File: src/kpi_defs.svh
// register offsets, field positions and reset values for the pin interrupt block
// assumes: included by bare name from the design module
`ifndef KPI_DEFS_SVH
`define KPI_DEFS_SVH

// printed offsets are not multiples of four, so they are indices; byte address is index * 4
`define KPI_IDX_STATUS_CONTROL 8'h0c
`define KPI_IDX_PIN_ENABLE 8'h0d
`define KPI_IDX_POLARITY 8'h0e
`define KPI_IDX_IRQ_STATUS 8'h10
`define KPI_IDX_IRQ_MASK 8'h11
`define KPI_IDX_PULL_ENABLE 8'h12

// status and control fields
`define KPI_SC_MODE_BIT 0
`define KPI_SC_REQEN_BIT 1
`define KPI_SC_ACK_BIT 2
`define KPI_SC_FLAG_BIT 3

// reset values
`define KPI_RST_BYTE 8'h00

// axi response codes
`define KPI_RESP_OKAY 2'h0
`define KPI_RESP_SLVERR 2'h2

`endif

File: src/kpi_pkg.sv
// types shared by the pin interrupt block
// assumes: nothing outside
package kpi_pkg;

	typedef logic [7:0] kpi_byte_t;

	// write channel progress of the bus slave
	typedef enum logic [1:0]
	{
		KPI_WR_IDLE,
		KPI_WR_RESP
	} kpi_wr_e;

endpackage

File: src/kpi_pin_interrupt.sv
// pin interrupt module: four external pins, edge or edge-and-level detection,
// one shared event flag acknowledged by software, reached over axi4-lite
// assumes: one clock, synchronous active-high reset, pins asynchronous to the clock
//
// Design decision made here: the AXI4-Lite register port.
`timescale 1ns/1ps
`include "kpi_defs.svh"

module kpi_pin_interrupt
	import kpi_pkg::*;
#(
	parameter int NUM_PINS = 4
)
(
	// clock and reset
	input wire logic CORE_CLK_IN,
	input wire logic SYS_RST_IN,
	// axi4-lite write address
	input wire logic [7:0] S_AXI_AWADDR_IN,
	input wire logic S_AXI_AWVALID_IN,
	output logic S_AXI_AWREADY_OUT,
	// axi4-lite write data
	input wire logic [31:0] S_AXI_WDATA_IN,
	input wire logic [3:0] S_AXI_WSTRB_IN,
	input wire logic S_AXI_WVALID_IN,
	output logic S_AXI_WREADY_OUT,
	// axi4-lite write response
	output logic [1:0] S_AXI_BRESP_OUT,
	output logic S_AXI_BVALID_OUT,
	input wire logic S_AXI_BREADY_IN,
	// axi4-lite read address
	input wire logic [7:0] S_AXI_ARADDR_IN,
	input wire logic S_AXI_ARVALID_IN,
	output logic S_AXI_ARREADY_OUT,
	// axi4-lite read data
	output logic [31:0] S_AXI_RDATA_OUT,
	output logic [1:0] S_AXI_RRESP_OUT,
	output logic S_AXI_RVALID_OUT,
	input wire logic S_AXI_RREADY_IN,
	// port a pins 3..0
	input wire logic [NUM_PINS-1:0] PORT_A_PINS_IN,
	// pin resistor controls
	output logic [NUM_PINS-1:0] PULL_UP_EN_OUT,
	output logic [NUM_PINS-1:0] PULL_DOWN_EN_OUT,
	// interrupt outputs
	output logic CPU_IRQ_OUT,
	output logic IRQ_OUT
);

	////////////////////////////////////////////////////////////////////////////
	// elaboration check

	if (NUM_PINS < 1 || NUM_PINS > 8)
	begin : g_bad_pins
		$error("NUM_PINS must be 1 to 8");
	end

	////////////////////////////////////////////////////////////////////////////
	// functions

	// byte address to register index, low two bits dropped; callers treat the address as unmapped if they are set
	function automatic logic [7:0] addr_to_idx(input logic [7:0] addr);
		addr_to_idx = {2'h0, addr[7:2]};
	endfunction

	// pins at their asserted level for the chosen polarity
	function automatic logic [NUM_PINS-1:0] asserted(input logic [NUM_PINS-1:0] pins,
		input logic [NUM_PINS-1:0] pol);
		asserted = ~(pins ^ pol);
	endfunction

	////////////////////////////////////////////////////////////////////////////
	// state

	logic [NUM_PINS-1:0] sync1_q, sync1_d;
	logic [NUM_PINS-1:0] sync2_q, sync2_d;
	logic [NUM_PINS-1:0] prev_q, prev_d;
	logic [NUM_PINS-1:0] armed_q, armed_d;
	logic flag_q, flag_d;
	logic reqen_q, reqen_d;
	logic mode_q, mode_d;
	logic [NUM_PINS-1:0] pin_en_q, pin_en_d;
	logic [NUM_PINS-1:0] pol_q, pol_d;
	logic [NUM_PINS-1:0] pull_en_q, pull_en_d;
	logic [1:0] irq_sts_q, irq_sts_d;
	logic [1:0] irq_mask_q, irq_mask_d;
	kpi_wr_e wr_q, wr_d;
	logic aw_got_q, aw_got_d;
	logic w_got_q, w_got_d;
	logic [7:0] aw_addr_q, aw_addr_d;
	logic [31:0] w_data_q, w_data_d;
	logic [3:0] w_strb_q, w_strb_d;
	logic [1:0] bresp_q, bresp_d;
	logic rvalid_q, rvalid_d;
	logic [31:0] rdata_q, rdata_d;
	logic [1:0] rresp_q, rresp_d;

	// detection terms
	logic [NUM_PINS-1:0] lvl_now, edge_hit, level_hit;
	logic event_hit, any_asserted;
	// bus terms
	logic wr_fire, wr_en, ack_wr, wr_ok;
	logic [7:0] wr_idx, rd_idx;

	////////////////////////////////////////////////////////////////////////////
	// pin synchroniser and edge detection

	// two flip-flops before any logic reads the pins
	always_comb
	begin
		sync1_d = PORT_A_PINS_IN;
		sync2_d = sync1_q;
		prev_d = sync2_q;
	end

	// detection on the synchronised sample
	always_comb
	begin
		lvl_now = asserted(sync2_q, pol_q);
		// previous sample inactive, current active: rising or falling by polarity
		edge_hit = armed_q & ~asserted(prev_q, pol_q) & lvl_now & pin_en_q;
		level_hit = lvl_now & pin_en_q & {NUM_PINS{mode_q}};
		event_hit = |edge_hit | |level_hit;
		any_asserted = |(lvl_now & pin_en_q);
		// arm once an enabled pin has been seen inactive; disarm while disabled
		armed_d = (armed_q | ~lvl_now) & pin_en_q;
	end

	////////////////////////////////////////////////////////////////////////////
	// event flag

	// set wins over acknowledge; level mode blocks clear while asserted
	always_comb
	begin
		flag_d = flag_q & !(ack_wr && !(mode_q && any_asserted));
		flag_d = flag_d | event_hit;
	end

	// interrupt and pull outputs
	always_comb
	begin
		CPU_IRQ_OUT = flag_q & reqen_q;
		IRQ_OUT = |(irq_sts_q & irq_mask_q);
		PULL_UP_EN_OUT = pull_en_q & ~pol_q;
		PULL_DOWN_EN_OUT = pull_en_q & pol_q;
	end

	////////////////////////////////////////////////////////////////////////////
	// axi write channel

	always_comb
	begin
		wr_d = wr_q;
		aw_got_d = aw_got_q;
		w_got_d = w_got_q;
		aw_addr_d = aw_addr_q;
		w_data_d = w_data_q;
		w_strb_d = w_strb_q;
		bresp_d = bresp_q;
		wr_fire = 1'b0;
		S_AXI_AWREADY_OUT = 1'b0;
		S_AXI_WREADY_OUT = 1'b0;
		case (wr_q)
			KPI_WR_IDLE:
			begin
				S_AXI_AWREADY_OUT = !aw_got_q;
				S_AXI_WREADY_OUT = !w_got_q;
				if (S_AXI_AWVALID_IN && !aw_got_q)
				begin
					aw_got_d = 1'b1;
					aw_addr_d = S_AXI_AWADDR_IN;
				end
				if (S_AXI_WVALID_IN && !w_got_q)
				begin
					w_got_d = 1'b1;
					w_data_d = S_AXI_WDATA_IN;
					w_strb_d = S_AXI_WSTRB_IN;
				end
				if (aw_got_q && w_got_q)
				begin
					wr_fire = 1'b1;
					aw_got_d = 1'b0;
					w_got_d = 1'b0;
					bresp_d = wr_ok ? `KPI_RESP_OKAY : `KPI_RESP_SLVERR;
					wr_d = KPI_WR_RESP;
				end
			end
			KPI_WR_RESP:
			begin
				if (S_AXI_BREADY_IN)
				begin
					wr_d = KPI_WR_IDLE;
				end
			end
			default:
			begin
				wr_d = KPI_WR_IDLE;
			end
		endcase
		S_AXI_BVALID_OUT = (wr_q == KPI_WR_RESP);
		S_AXI_BRESP_OUT = bresp_q;
	end

	// write decode and register updates; only byte lane 0 carries data
	always_comb
	begin
		wr_idx = addr_to_idx(aw_addr_q);
		wr_en = wr_fire && w_strb_q[0];
		wr_ok = 1'b1;
		ack_wr = 1'b0;
		reqen_d = reqen_q;
		mode_d = mode_q;
		pin_en_d = pin_en_q;
		pol_d = pol_q;
		pull_en_d = pull_en_q;
		irq_mask_d = irq_mask_q;
		irq_sts_d = irq_sts_q;
		if (aw_addr_q[1:0] != 2'h0)
		begin
			wr_ok = 1'b0;
		end
		else if (wr_idx == `KPI_IDX_STATUS_CONTROL)
		begin
			// bits 7..4 and the flag bit are ignored on write
			ack_wr = wr_en && w_data_q[`KPI_SC_ACK_BIT];
			reqen_d = wr_en ? w_data_q[`KPI_SC_REQEN_BIT] : reqen_q;
			mode_d = wr_en ? w_data_q[`KPI_SC_MODE_BIT] : mode_q;
		end
		else if (wr_idx == `KPI_IDX_PIN_ENABLE)
		begin
			pin_en_d = wr_en ? w_data_q[NUM_PINS-1:0] : pin_en_q;
		end
		else if (wr_idx == `KPI_IDX_POLARITY)
		begin
			pol_d = wr_en ? w_data_q[NUM_PINS-1:0] : pol_q;
		end
		else if (wr_idx == `KPI_IDX_PULL_ENABLE)
		begin
			pull_en_d = wr_en ? w_data_q[NUM_PINS-1:0] : pull_en_q;
		end
		else if (wr_idx == `KPI_IDX_IRQ_MASK)
		begin
			irq_mask_d = wr_en ? w_data_q[1:0] : irq_mask_q;
		end
		else if (wr_idx == `KPI_IDX_IRQ_STATUS)
		begin
			irq_sts_d = wr_en ? (irq_sts_q & ~w_data_q[1:0]) : irq_sts_q;
		end
		else
		begin
			wr_ok = 1'b0;
		end
		// sticky events: bit 0 event detected, bit 1 flag cleared; set wins
		irq_sts_d[0] = irq_sts_d[0] | event_hit;
		irq_sts_d[1] = irq_sts_d[1] | (flag_q & ~flag_d);
	end

	////////////////////////////////////////////////////////////////////////////
	// axi read channel

	always_comb
	begin
		rd_idx = addr_to_idx(S_AXI_ARADDR_IN);
		S_AXI_ARREADY_OUT = !rvalid_q;
		rvalid_d = rvalid_q;
		rdata_d = rdata_q;
		rresp_d = rresp_q;
		if (rvalid_q && S_AXI_RREADY_IN)
		begin
			rvalid_d = 1'b0;
		end
		if (S_AXI_ARVALID_IN && !rvalid_q)
		begin
			rvalid_d = 1'b1;
			rdata_d = 32'h0000_0000;
			rresp_d = `KPI_RESP_OKAY;
			if (S_AXI_ARADDR_IN[1:0] != 2'h0)
			begin
				rresp_d = `KPI_RESP_SLVERR;
			end
			else if (rd_idx == `KPI_IDX_STATUS_CONTROL)
			begin
				// upper nibble and acknowledge read zero
				rdata_d[`KPI_SC_FLAG_BIT] = flag_q;
				rdata_d[`KPI_SC_REQEN_BIT] = reqen_q;
				rdata_d[`KPI_SC_MODE_BIT] = mode_q;
			end
			else if (rd_idx == `KPI_IDX_PIN_ENABLE)
			begin
				rdata_d[NUM_PINS-1:0] = pin_en_q;
			end
			else if (rd_idx == `KPI_IDX_POLARITY)
			begin
				rdata_d[NUM_PINS-1:0] = pol_q;
			end
			else if (rd_idx == `KPI_IDX_PULL_ENABLE)
			begin
				rdata_d[NUM_PINS-1:0] = pull_en_q;
			end
			else if (rd_idx == `KPI_IDX_IRQ_STATUS)
			begin
				rdata_d[1:0] = irq_sts_q;
			end
			else if (rd_idx == `KPI_IDX_IRQ_MASK)
			begin
				rdata_d[1:0] = irq_mask_q;
			end
			else
			begin
				rresp_d = `KPI_RESP_SLVERR;
			end
		end
		S_AXI_RVALID_OUT = rvalid_q;
		S_AXI_RDATA_OUT = rdata_q;
		S_AXI_RRESP_OUT = rresp_q;
	end

	////////////////////////////////////////////////////////////////////////////
	// registers

	always_ff @(posedge CORE_CLK_IN)
	begin
		if (SYS_RST_IN)
		begin
			sync1_q <= '0;
			sync2_q <= '0;
			prev_q <= '0;
			armed_q <= '0;
			flag_q <= 1'b0;
			reqen_q <= 1'b0;
			mode_q <= 1'b0;
			pin_en_q <= '0;
			pol_q <= '0;
			pull_en_q <= '0;
			irq_sts_q <= 2'h0;
			irq_mask_q <= 2'h0;
			wr_q <= KPI_WR_IDLE;
			aw_got_q <= 1'b0;
			w_got_q <= 1'b0;
			aw_addr_q <= 8'h00;
			w_data_q <= 32'h0000_0000;
			w_strb_q <= 4'h0;
			bresp_q <= 2'h0;
			rvalid_q <= 1'b0;
			rdata_q <= 32'h0000_0000;
			rresp_q <= 2'h0;
		end
		else
		begin
			sync1_q <= sync1_d;
			sync2_q <= sync2_d;
			prev_q <= prev_d;
			armed_q <= armed_d;
			flag_q <= flag_d;
			reqen_q <= reqen_d;
			mode_q <= mode_d;
			pin_en_q <= pin_en_d;
			pol_q <= pol_d;
			pull_en_q <= pull_en_d;
			irq_sts_q <= irq_sts_d;
			irq_mask_q <= irq_mask_d;
			wr_q <= wr_d;
			aw_got_q <= aw_got_d;
			w_got_q <= w_got_d;
			aw_addr_q <= aw_addr_d;
			w_data_q <= w_data_d;
			w_strb_q <= w_strb_d;
			bresp_q <= bresp_d;
			rvalid_q <= rvalid_d;
			rdata_q <= rdata_d;
			rresp_q <= rresp_d;
		end
	end

endmodule

File: config.mk
export PLATFORM = sky130hd
export DESIGN_NAME = kpi_pin_interrupt
export DESIGN_NICKNAME = d
export VERILOG_FILES = /design/src/kpi_pkg.sv /design/src/kpi_pin_interrupt.sv
export VERILOG_INCLUDE_DIRS = /design/src
export SDC_FILE = /design/constraint.sdc
export NUM_CORES = 1
export LEC_CHECK = 0
export BUFFER_PORTS_ARGS = -buffer_cell sky130_fd_sc_hd__buf_4
export CELL_PAD_IN_SITES_DETAIL_PLACEMENT = 2
export CELL_PAD_IN_SITES_GLOBAL_PLACEMENT = 2
export CORE_MARGIN = 2
export CORE_UTILIZATION = 29
export DETAILED_ROUTE_END_ITERATION = 7
export GPL_ROUTABILITY_DRIVEN = 0
export HOLD_SLACK_MARGIN = 0.02
export PLACE_DENSITY_LB_ADDON = 0.1
export REMOVE_ABC_BUFFERS = 1
export SETUP_SLACK_MARGIN = 0.5
export SLEW_MARGIN = 15
export SYNTH_ARGS = -nofsm -noshare
export SYNTH_HDL_FRONTEND = slang
export SYNTH_SLANG_ARGS = --single-unit
File: constraint.sdc
create_clock -name CORE_CLK_IN -period 4.7 [get_ports CORE_CLK_IN]
set_input_delay 0.94 -clock CORE_CLK_IN [delete_from_list [all_inputs] [get_ports CORE_CLK_IN]]
set_output_delay 0.94 -clock CORE_CLK_IN [all_outputs]
set_load 0.1 [all_outputs]
* Yosys cells after proc, flatten, opt, wreduce, memory -nomap -nowiden *
Index checks and enable logic that the tools add are counted.

storage, ports and cells
  input port bits = 63
  register bits = 61

cells by class
  reduce and logical (&&, ||, !) cells = 35
  eq/ne operators = 15
  bitwise gates (word level) = 32
  mux-type cells = 48

operator list
  operator                                                         count
  2-bit two-way mux                                                23
  6-bit by 4-bit == test with 1-bit output, second input constant  6
  6-bit by 5-bit == test with 1-bit output, second input constant  6
  4-bit bitwise AND                                                8
  1-bit two-way mux                                                21
  4-bit inverter                                                   5
  4-bit two-way mux                                                3
  2-bit AND reduction                                              6
  4-bit OR reduction                                               3
  2-bit nonzero test                                               5
  1-bit logical AND                                                9
  4-bit XOR                                                        2
  7-bit AND reduction                                              1
  1-bit inverter                                                   6
  6-bit AND reduction                                              1
  1-bit zero test                                                  5
  5-bit AND reduction                                              1
  2-bit bitwise AND                                                2
  1-bit bitwise OR                                                 4
  4-bit bitwise OR                                                 1
  2-bit case mux with 2 select lines                               1
  4-bit AND reduction                                              1
  1-bit bitwise AND                                                3
  3-bit AND reduction                                              1
  other kinds (6)                                                  6

* Longest topological paths before layout *
Gate-level depths: netlist (run 1).

  word-level depth = 14
  mapped depth = 6
  gate-level depth less buffers = 5

* Worst setup path after synthesis (run 1) *
OpenSTA, ideal clock, no wires.

  path kind = flip-flop to output port
  start point = reg wr_q[0]
  end point = out S_AXI_AWREADY_OUT
  setup slack = 1619 ps
  buffers on the path = 0
  cell stages (with the launch flop) = 2
  data required time = 3760 ps
  data arrival time = 2141 ps
  cells stage by stage = dfxtp_1 > nor2_1

between the ends
  longest elaborated chain between the ends = 2

ends and longest elaborated chain
  element                 line                      text
  start, declared         kpi_pin_interrupt.sv:87   kpi_wr_e wr_q, wr_d;
  start signal, assigned  kpi_pin_interrupt.sv:362  wr_q <= wr_d;
  2-bit zero test         kpi_pin_interrupt.sv:163  case (wr_q)
  1-bit two-way mux       kpi_pin_interrupt.sv:163
  end, declared           kpi_pin_interrupt.sv:21   output logic S_AXI_AWREADY_OUT,

Every way passes these cells.

* Final worst setup path (run 1) *
  start point = reg pol_q[1]
  end point = out PULL_DOWN_EN_OUT[1]

between the ends
  longest elaborated chain between the ends = 1

ends and longest elaborated chain
  element                 line                      text
  start, declared         kpi_pin_interrupt.sv:83   logic [NUM_PINS-1:0] pol_q, pol_d;
  start signal, assigned  kpi_pin_interrupt.sv:358  pol_q <= pol_d;
  4-bit bitwise AND       kpi_pin_interrupt.sv:145  PULL_DOWN_EN_OUT = pull_en_q & pol_q;
  end, declared           kpi_pin_interrupt.sv:44   output logic [NUM_PINS-1:0] PULL_DOWN_EN_OUT,

Every way passes these cells.

==> flow_metrics.tcl, run 1 <==
set metrics [dict create \
    die_x_um 102 \
    skew_ps 7.87 \
    drtAntennaViolNets 0 \
    portBuffers 52 \
    cpMaxStageDelayCell "dfxtp_1" \
    synth_area_leaders "dfxtp_1 (42%), buf_4 (8.1%), a21oi_1 (6.3%)" \
    initial_utilization_pct 30.0 \
    clock_sinks 58 \
    drt_iter0_drc 54 \
    cts_hold_buf 0 \
    fin_crit_ps 2320 \
    layout.nets 440 \
    num_io_pins 114 \
    numCtsBuffers 9 \
    avgSynthCellArea_um2 8.50 \
    worstPathRequired_ps 3760 \
    synth-async-reset-ratio_pct 0 \
    final.period_utilization_pct 49.3 \
    route.detailed.drc 0 \
    p_sw_w 0.000406 \
    rows 35 \
    relSlewSlack_pct 57.8 \
    power_frac_seq_pct 41.9 \
    setup_viol 0 \
    dpl_cell_area_mm2 0.00317 \
    post_drt_via_cell_ratio 4.65 \
    vias 2370 \
    final_core_util_pct 36.3 \
    dp_hpwl_mm 5.57 \
    grt.overflow.total 0 \
    max-cap-violations 0 \
    die_h_um 102 \
    grt_max_degree 61 \
    tightest_slew_ps 632 \
    clkTransAtPathRegs_ps 70 \
    synth_ff_type "dfxtp_1" \
    synth_cell_type_count 50 \
    place_inst 495 \
    stdcell_area_mm2 0.00337 \
    antenna_found_initial 0 \
    max-vdd-ir-drop_mv 0.101 \
    startpoint_type "register" \
    grt_pass1_wl_mm 12.3 \
    rsz0062_at_grt "false" \
    core_mm2 0.00928 \
    wl_mm 7.65 \
    nFillCells 1098 \
    syn_to_final_growth_pct 21.1 \
    yosys_warnings 0 \
    yosysTopAreaCell "dfxtp_1" \
    cp-end-kind "output port" \
    path_buf_inv 1 \
    cts_tree "done" \
    switching_share_pct 32.6 \
    critPathTopFamily "flip-flops" \
    leakagePower_nw 1.37 \
    num_antenna_cells 0 \
    h-tree-depth 3 \
    pwr-share-comb_pct 18.7 \
    hold_class "reg -> reg" \
    grt_util_all_layers_pct 15.4 \
    yosysSeqAreaShare_pct 41.7 \
    status "finished clean" \
    clk_latency_ps 340 \
    drv_slew 0 \
    critical_path.cell_chain "and2_1, buf_4" \
    synthCells 328 \
    root_buffer "clkbuf_8" \
    die_area_mm2 0.0104 \
    cts_max_path_buffers 2 \
    cts_setup_buffers 0 \
    worstPathMaxFanout 7 \
    synth-seq-cells 58 \
    routedWlPerCell_um 15.0 \
    synth_area_mm2 0.00279 \
    intPower_w 0.000838 \
    clockPowerShare_pct 39.4 \
    cp_slowest_stage_delay_ps 550 \
    instances_no_fill 510 \
    synth_top_area_share_pct 41.7 \
    drive_above_1_share_pct 18.9 \
    hold_viol 0 \
    cts_repair_resize_count 0 \
    synth_edf_count 0 \
    worst-setup-path-type "reg -> out" \
    drt-pass1-iter-count 4 \
    cellPowerDensity_mw_per_mm2 369 \
    fmaxAchievable_mhz 432 \
    worstPathArrival_ps 1380 \
    tns_ps 0 \
    grt_pass1_vias 2371 \
]
## registers in the layout, summed over array words and instances, names as in the netlist, 2 cells and up
register and flops:
S_AXI_RDATA_OUT 4, armed_q 4, aw_addr_q 8, irq_mask_q 2, irq_sts_q 2, pin_en_q 4
pol_q 4, prev_d 4, prev_q 4, pull_en_q 4, sync1_q 4, w_data_q 4
## worst reg2reg max path: stages, from the launching register on
cell,delay (ps)
dfxtp_1,360
nand3b_1,370
nor3_4,450
nand3_1,210
nor3b_1,230
a21o_1,130
## power groups by stage
stage	clock [W]	sequential [W]	combinational [W]
floorplan	0	0.000543	0.000167
global placement	0	0.000532	0.000231
detailed placement	0	0.000533	0.000233
CTS	0.000505	0.000522	0.000234
global route	0.000527	0.000524	0.000246
finish	0.000490	0.000522	0.000232
## worst paths after layout
kind	from	endpoint	slack, ps	cells after the start
worst max-delay path	pol_q[1]	PULL_DOWN_EN_OUT[1]	2380	2
worst min-delay path	sync1_q[3]	prev_d[3]	440	1
worst max register to register	wr_q[0]	irq_sts_q[1]	2900	5
worst min register to register	sync1_q[3]	prev_d[3]	440	1
## kinds of logic (layout without fill, tap and decap cells)
logic type,after synthesis,in the layout,synth area share (%)
xor gates and xnor gates,4,4,1.26
other,1,30,0.135
buffers and inverters,52,76,11.1
muxes,12,12,4.31
AOI/OAI and AO/OA,61,61,13.2
and+or+nand+nor,140,140,28.2
DFF,58,58,41.7
## cell usage after synthesis, drive strengths merged (7+ instances only)
cell type,number
dfxtp,58
nand2,40
a21oi,35
buf,34
nor2b,22
nor2,18
mux2i,12
nand2b,12
nand3,11
clkbuf,9
inv,9
and2,7
## cells in the final DEF (no fill, tap or decap), types with 3 or more instances in the layout
| cell | n |
|---|---|
| nor2_1 | 18 |
| nor2b_1 | 22 |
| nand3b_1 | 4 |
| and2_1 | 7 |
| buf_4 | 52 |
| nand3_1 | 11 |
| or3_1 | 3 |
| nand2_1 | 39 |
| nor3_1 | 4 |
| a31oi_1 | 3 |
| conb_1 | 30 |
| dfxtp_1 | 58 |
| nand2b_1 | 11 |
| o22ai_1 | 4 |
| a21oi_1 | 35 |
| clkbuf_8 | 12 |
| mux2i_1 | 12 |
| a211oi_1 | 3 |
| inv_1 | 9 |
| xnor2_1 | 3 |
## area by class of cell
| class | instances | area (um2) | area share [%] |
|---|---|---|---|
| Multi-Input combinational cell | 247 | 1420 | 42.2 |
| Sequential cell | 58 | 1160 | 34.4 |
| Timing Repair Buffer | 52 | 390 | 11.6 |
| Clock buffer | 13 | 169 | 5.01 |
| Tap cell | 129 | 161 | 4.78 |
| Clock inverter | 2 | 35.0 | 1.04 |
| Inverter | 9 | 33.8 | 1.00 |
## metal layers
layer	global-route usage, %	share of wire [%]	wire, um	up-vias
met4	5.64	1.6	119	0
li1	-	-	-	1159
met3	4.45	5.5	418	10
met2	24.7	48	3670	66
met1	19.8	45	3440	1135
met5	0	0	0	-
## stage by stage
step	hold slack, ps	power [W]	worst slack, ps
floorplan	414	0.000710	1620
global placement	421	0.000763	2290
detailed placement	430	0.000767	2260
CTS	447	0.00126	2350
global route	461	0.00130	2330
finish	438	0.00124	2380
Power figures use the tool's default switching activity.
==> inputs of run 2 (changes only) <==
Settings changed: CORE_UTILIZATION 29 to 24.
Clock period 4.7 ns to 1.95 ns, I/O delays scaled along.
==> run 2 against run 1 <==
Critical path depth increased by 4. Cell area increased by 20%. Global-route usage decreased by 1.8 points. Hold slack got worse by 160 ps. Via count increased by 5.6%. Die area increased by 20%. Sequential power increased by 140%. Non-clock buffer count increased by 28. Combinational power increased to 2.6 times the previous value. Cell count increased by 8.4%.
==> flow_metrics.tcl, run 2 (synthesized netlist as in run 1, its figures left out) <==
set metrics [dict create \
    worstPathMaxFanout 7 \
    die_x_um 112 \
    grt.overflow.total 0 \
    grt_max_degree 21 \
    hold_viol 0 \
    worst-setup-path-type "reg -> reg" \
    nFillCells 1264 \
    max-vdd-ir-drop_mv 0.347 \
    final_cell_mix "buf_4 (61), dfxtp_1 (38), nand2_1 (34), a21oi_1 (34), conb_1 (30)" \
    fmaxAchievable_mhz 611 \
    worst_slack_ps 313 \
    num_io_pins 114 \
    tns_ps 0 \
    grt_pass1_wl_mm 13.4 \
    drv_slew 0 \
    worstPathRequired_ps 2200 \
    stdcell_area_mm2 0.00405 \
    startpoint_type "register" \
    drtAntennaViolNets 0 \
    cts_hold_buf 0 \
    routedWlPerCell_um 14.5 \
    dpl_cell_area_mm2 0.00326 \
    grt_util_all_layers_pct 13.7 \
    hold_class "in -> reg" \
    setup_viol 0 \
    core_mm2 0.0114 \
    cts_tree "done" \
    leakagePower_nw 1.68 \
    place_ws_ps 192 \
    cp-end-kind "register" \
    final_common_cell "buf_4" \
    cellPowerDensity_mw_per_mm2 828 \
    largest_register_ffs 8 \
    drt_iter0_drc 64 \
    die_area_mm2 0.0125 \
    layout.nets 468 \
    post_drt_via_cell_ratio 4.53 \
    clock_sinks 58 \
    root_buffer "clkbuf_16" \
    worstPathArrival_ps 1890 \
    status "finished clean" \
    dp_hpwl_mm 5.93 \
    wl_mm 8.04 \
    drive_above_1_share_pct 36.1 \
    die_h_um 112 \
    num_antenna_cells 0 \
    rsz0062_at_grt "true" \
    regMostFlops "aw_addr_q" \
    clockPowerShare_pct 44.3 \
    final.period_utilization_pct 83.9 \
    h-tree-depth 3 \
    drt-pass1-iter-count 4 \
    initial_utilization_pct 24.5 \
    rows 39 \
    intPower_w 0.00233 \
    grt_pass1_vias 2680 \
    power_frac_seq_pct 37.4 \
    fin_crit_ps 1640 \
    route.detailed.drc 0 \
    max-cap-violations 0 \
    pwr-share-comb_pct 18.3 \
    switching_share_pct 30.7 \
    total_power_w 0.00336 \
    portBuffers 52 \
    cts_max_path_buffers 2 \
    clkTransAtPathRegs_ps 50 \
    syn_to_final_growth_pct 45.5 \
    clk_latency_ps 330 \
    vias 2503 \
    multi_input_area_mm2 0.00157 \
    p_sw_w 0.00103 \
    antenna_found_initial 0 \
    seq_area_mm2 0.00121 \
    numCtsBuffers 9 \
    skew_ps 3.95 \
]
run 2: cell count changes in the layout (fill, tap and decap cells not counted), sizes merged:
cell    delta
clkinv     +1
buf       +28
clkbuf     +1
bufinv     -1
run 2: worst paths after layout:
path	cells past startpoint	start	to	slack, ps
max	6	aw_addr_q[5]	pull_en_q[1]	310
max reg2reg	6	aw_addr_q[5]	pull_en_q[1]	310
min reg2reg	1	sync1_q[3]	prev_d[3]	440
min	2	PORT_A_PINS_IN[3]	sync1_q[3]	280
run 2: routing by layer:
layer  share of wire [%]  vias to the layer above  GRT usage, %
met2                  49                       64          23.2
li1                    -                     1221             -
met1                  46                     1208          16.3
met5                   0                        -             0
met3                 4.1                       10          4.14
met4                 1.6                        0          5.19
run 2: timing repair:
item | in CTS | in global routing
gates cloned | 0 | 0
resized for setup | 85 | 25
buffers inserted | 16 | 3
endpoints found under the setup margin | 34 | 38
pin swaps | 17 | 14
run 2: power by group through the flow:
stage	combinational (W)	clock [W]	sequential, W
global placement	0.000568	0	0.00128
detailed placement	0.000573	0	0.00129
floorplan	0.000402	0	0.00131
global route	0.000647	0.00160	0.00126
finish	0.000614	0.00149	0.00126
CTS	0.000607	0.00155	0.00126
run 2: final cells by class:
| cell class | instances | share of cell area, % |
|---|---|---|
| tap | 143 | 4.41 |
| sequential | 58 | 29.8 |
| inverter | 9 | 0.833 |
| clock buffer | 14 | 6.76 |
| multi-input combinational | 247 | 38.8 |
| clock inverter | 2 | 0.247 |
| timing repair buffer | 80 | 19.2 |
run 2: critical path: stages (launching register included):
cell and delay (ps):
dfxtp_2 320, or4b_4 550, nor3_4 180, buf_6 160, buf_6 110, nand4_1 100
a21oi_1 150
run 2: per-stage QoR:
| step | util [%] | hold slack, ps | instances |
|---|---|---|---|
| after floorplan | - | 414 | 314 |
| after global placement | 28.6 | 421 | 518 |
| after detailed placement | 28.6 | 429 | 518 |
| after CTS | 34.7 | 265 | 550 |
| after global routing | 35.7 | 273 | 553 |
| final | 35.7 | 276 | 553 |
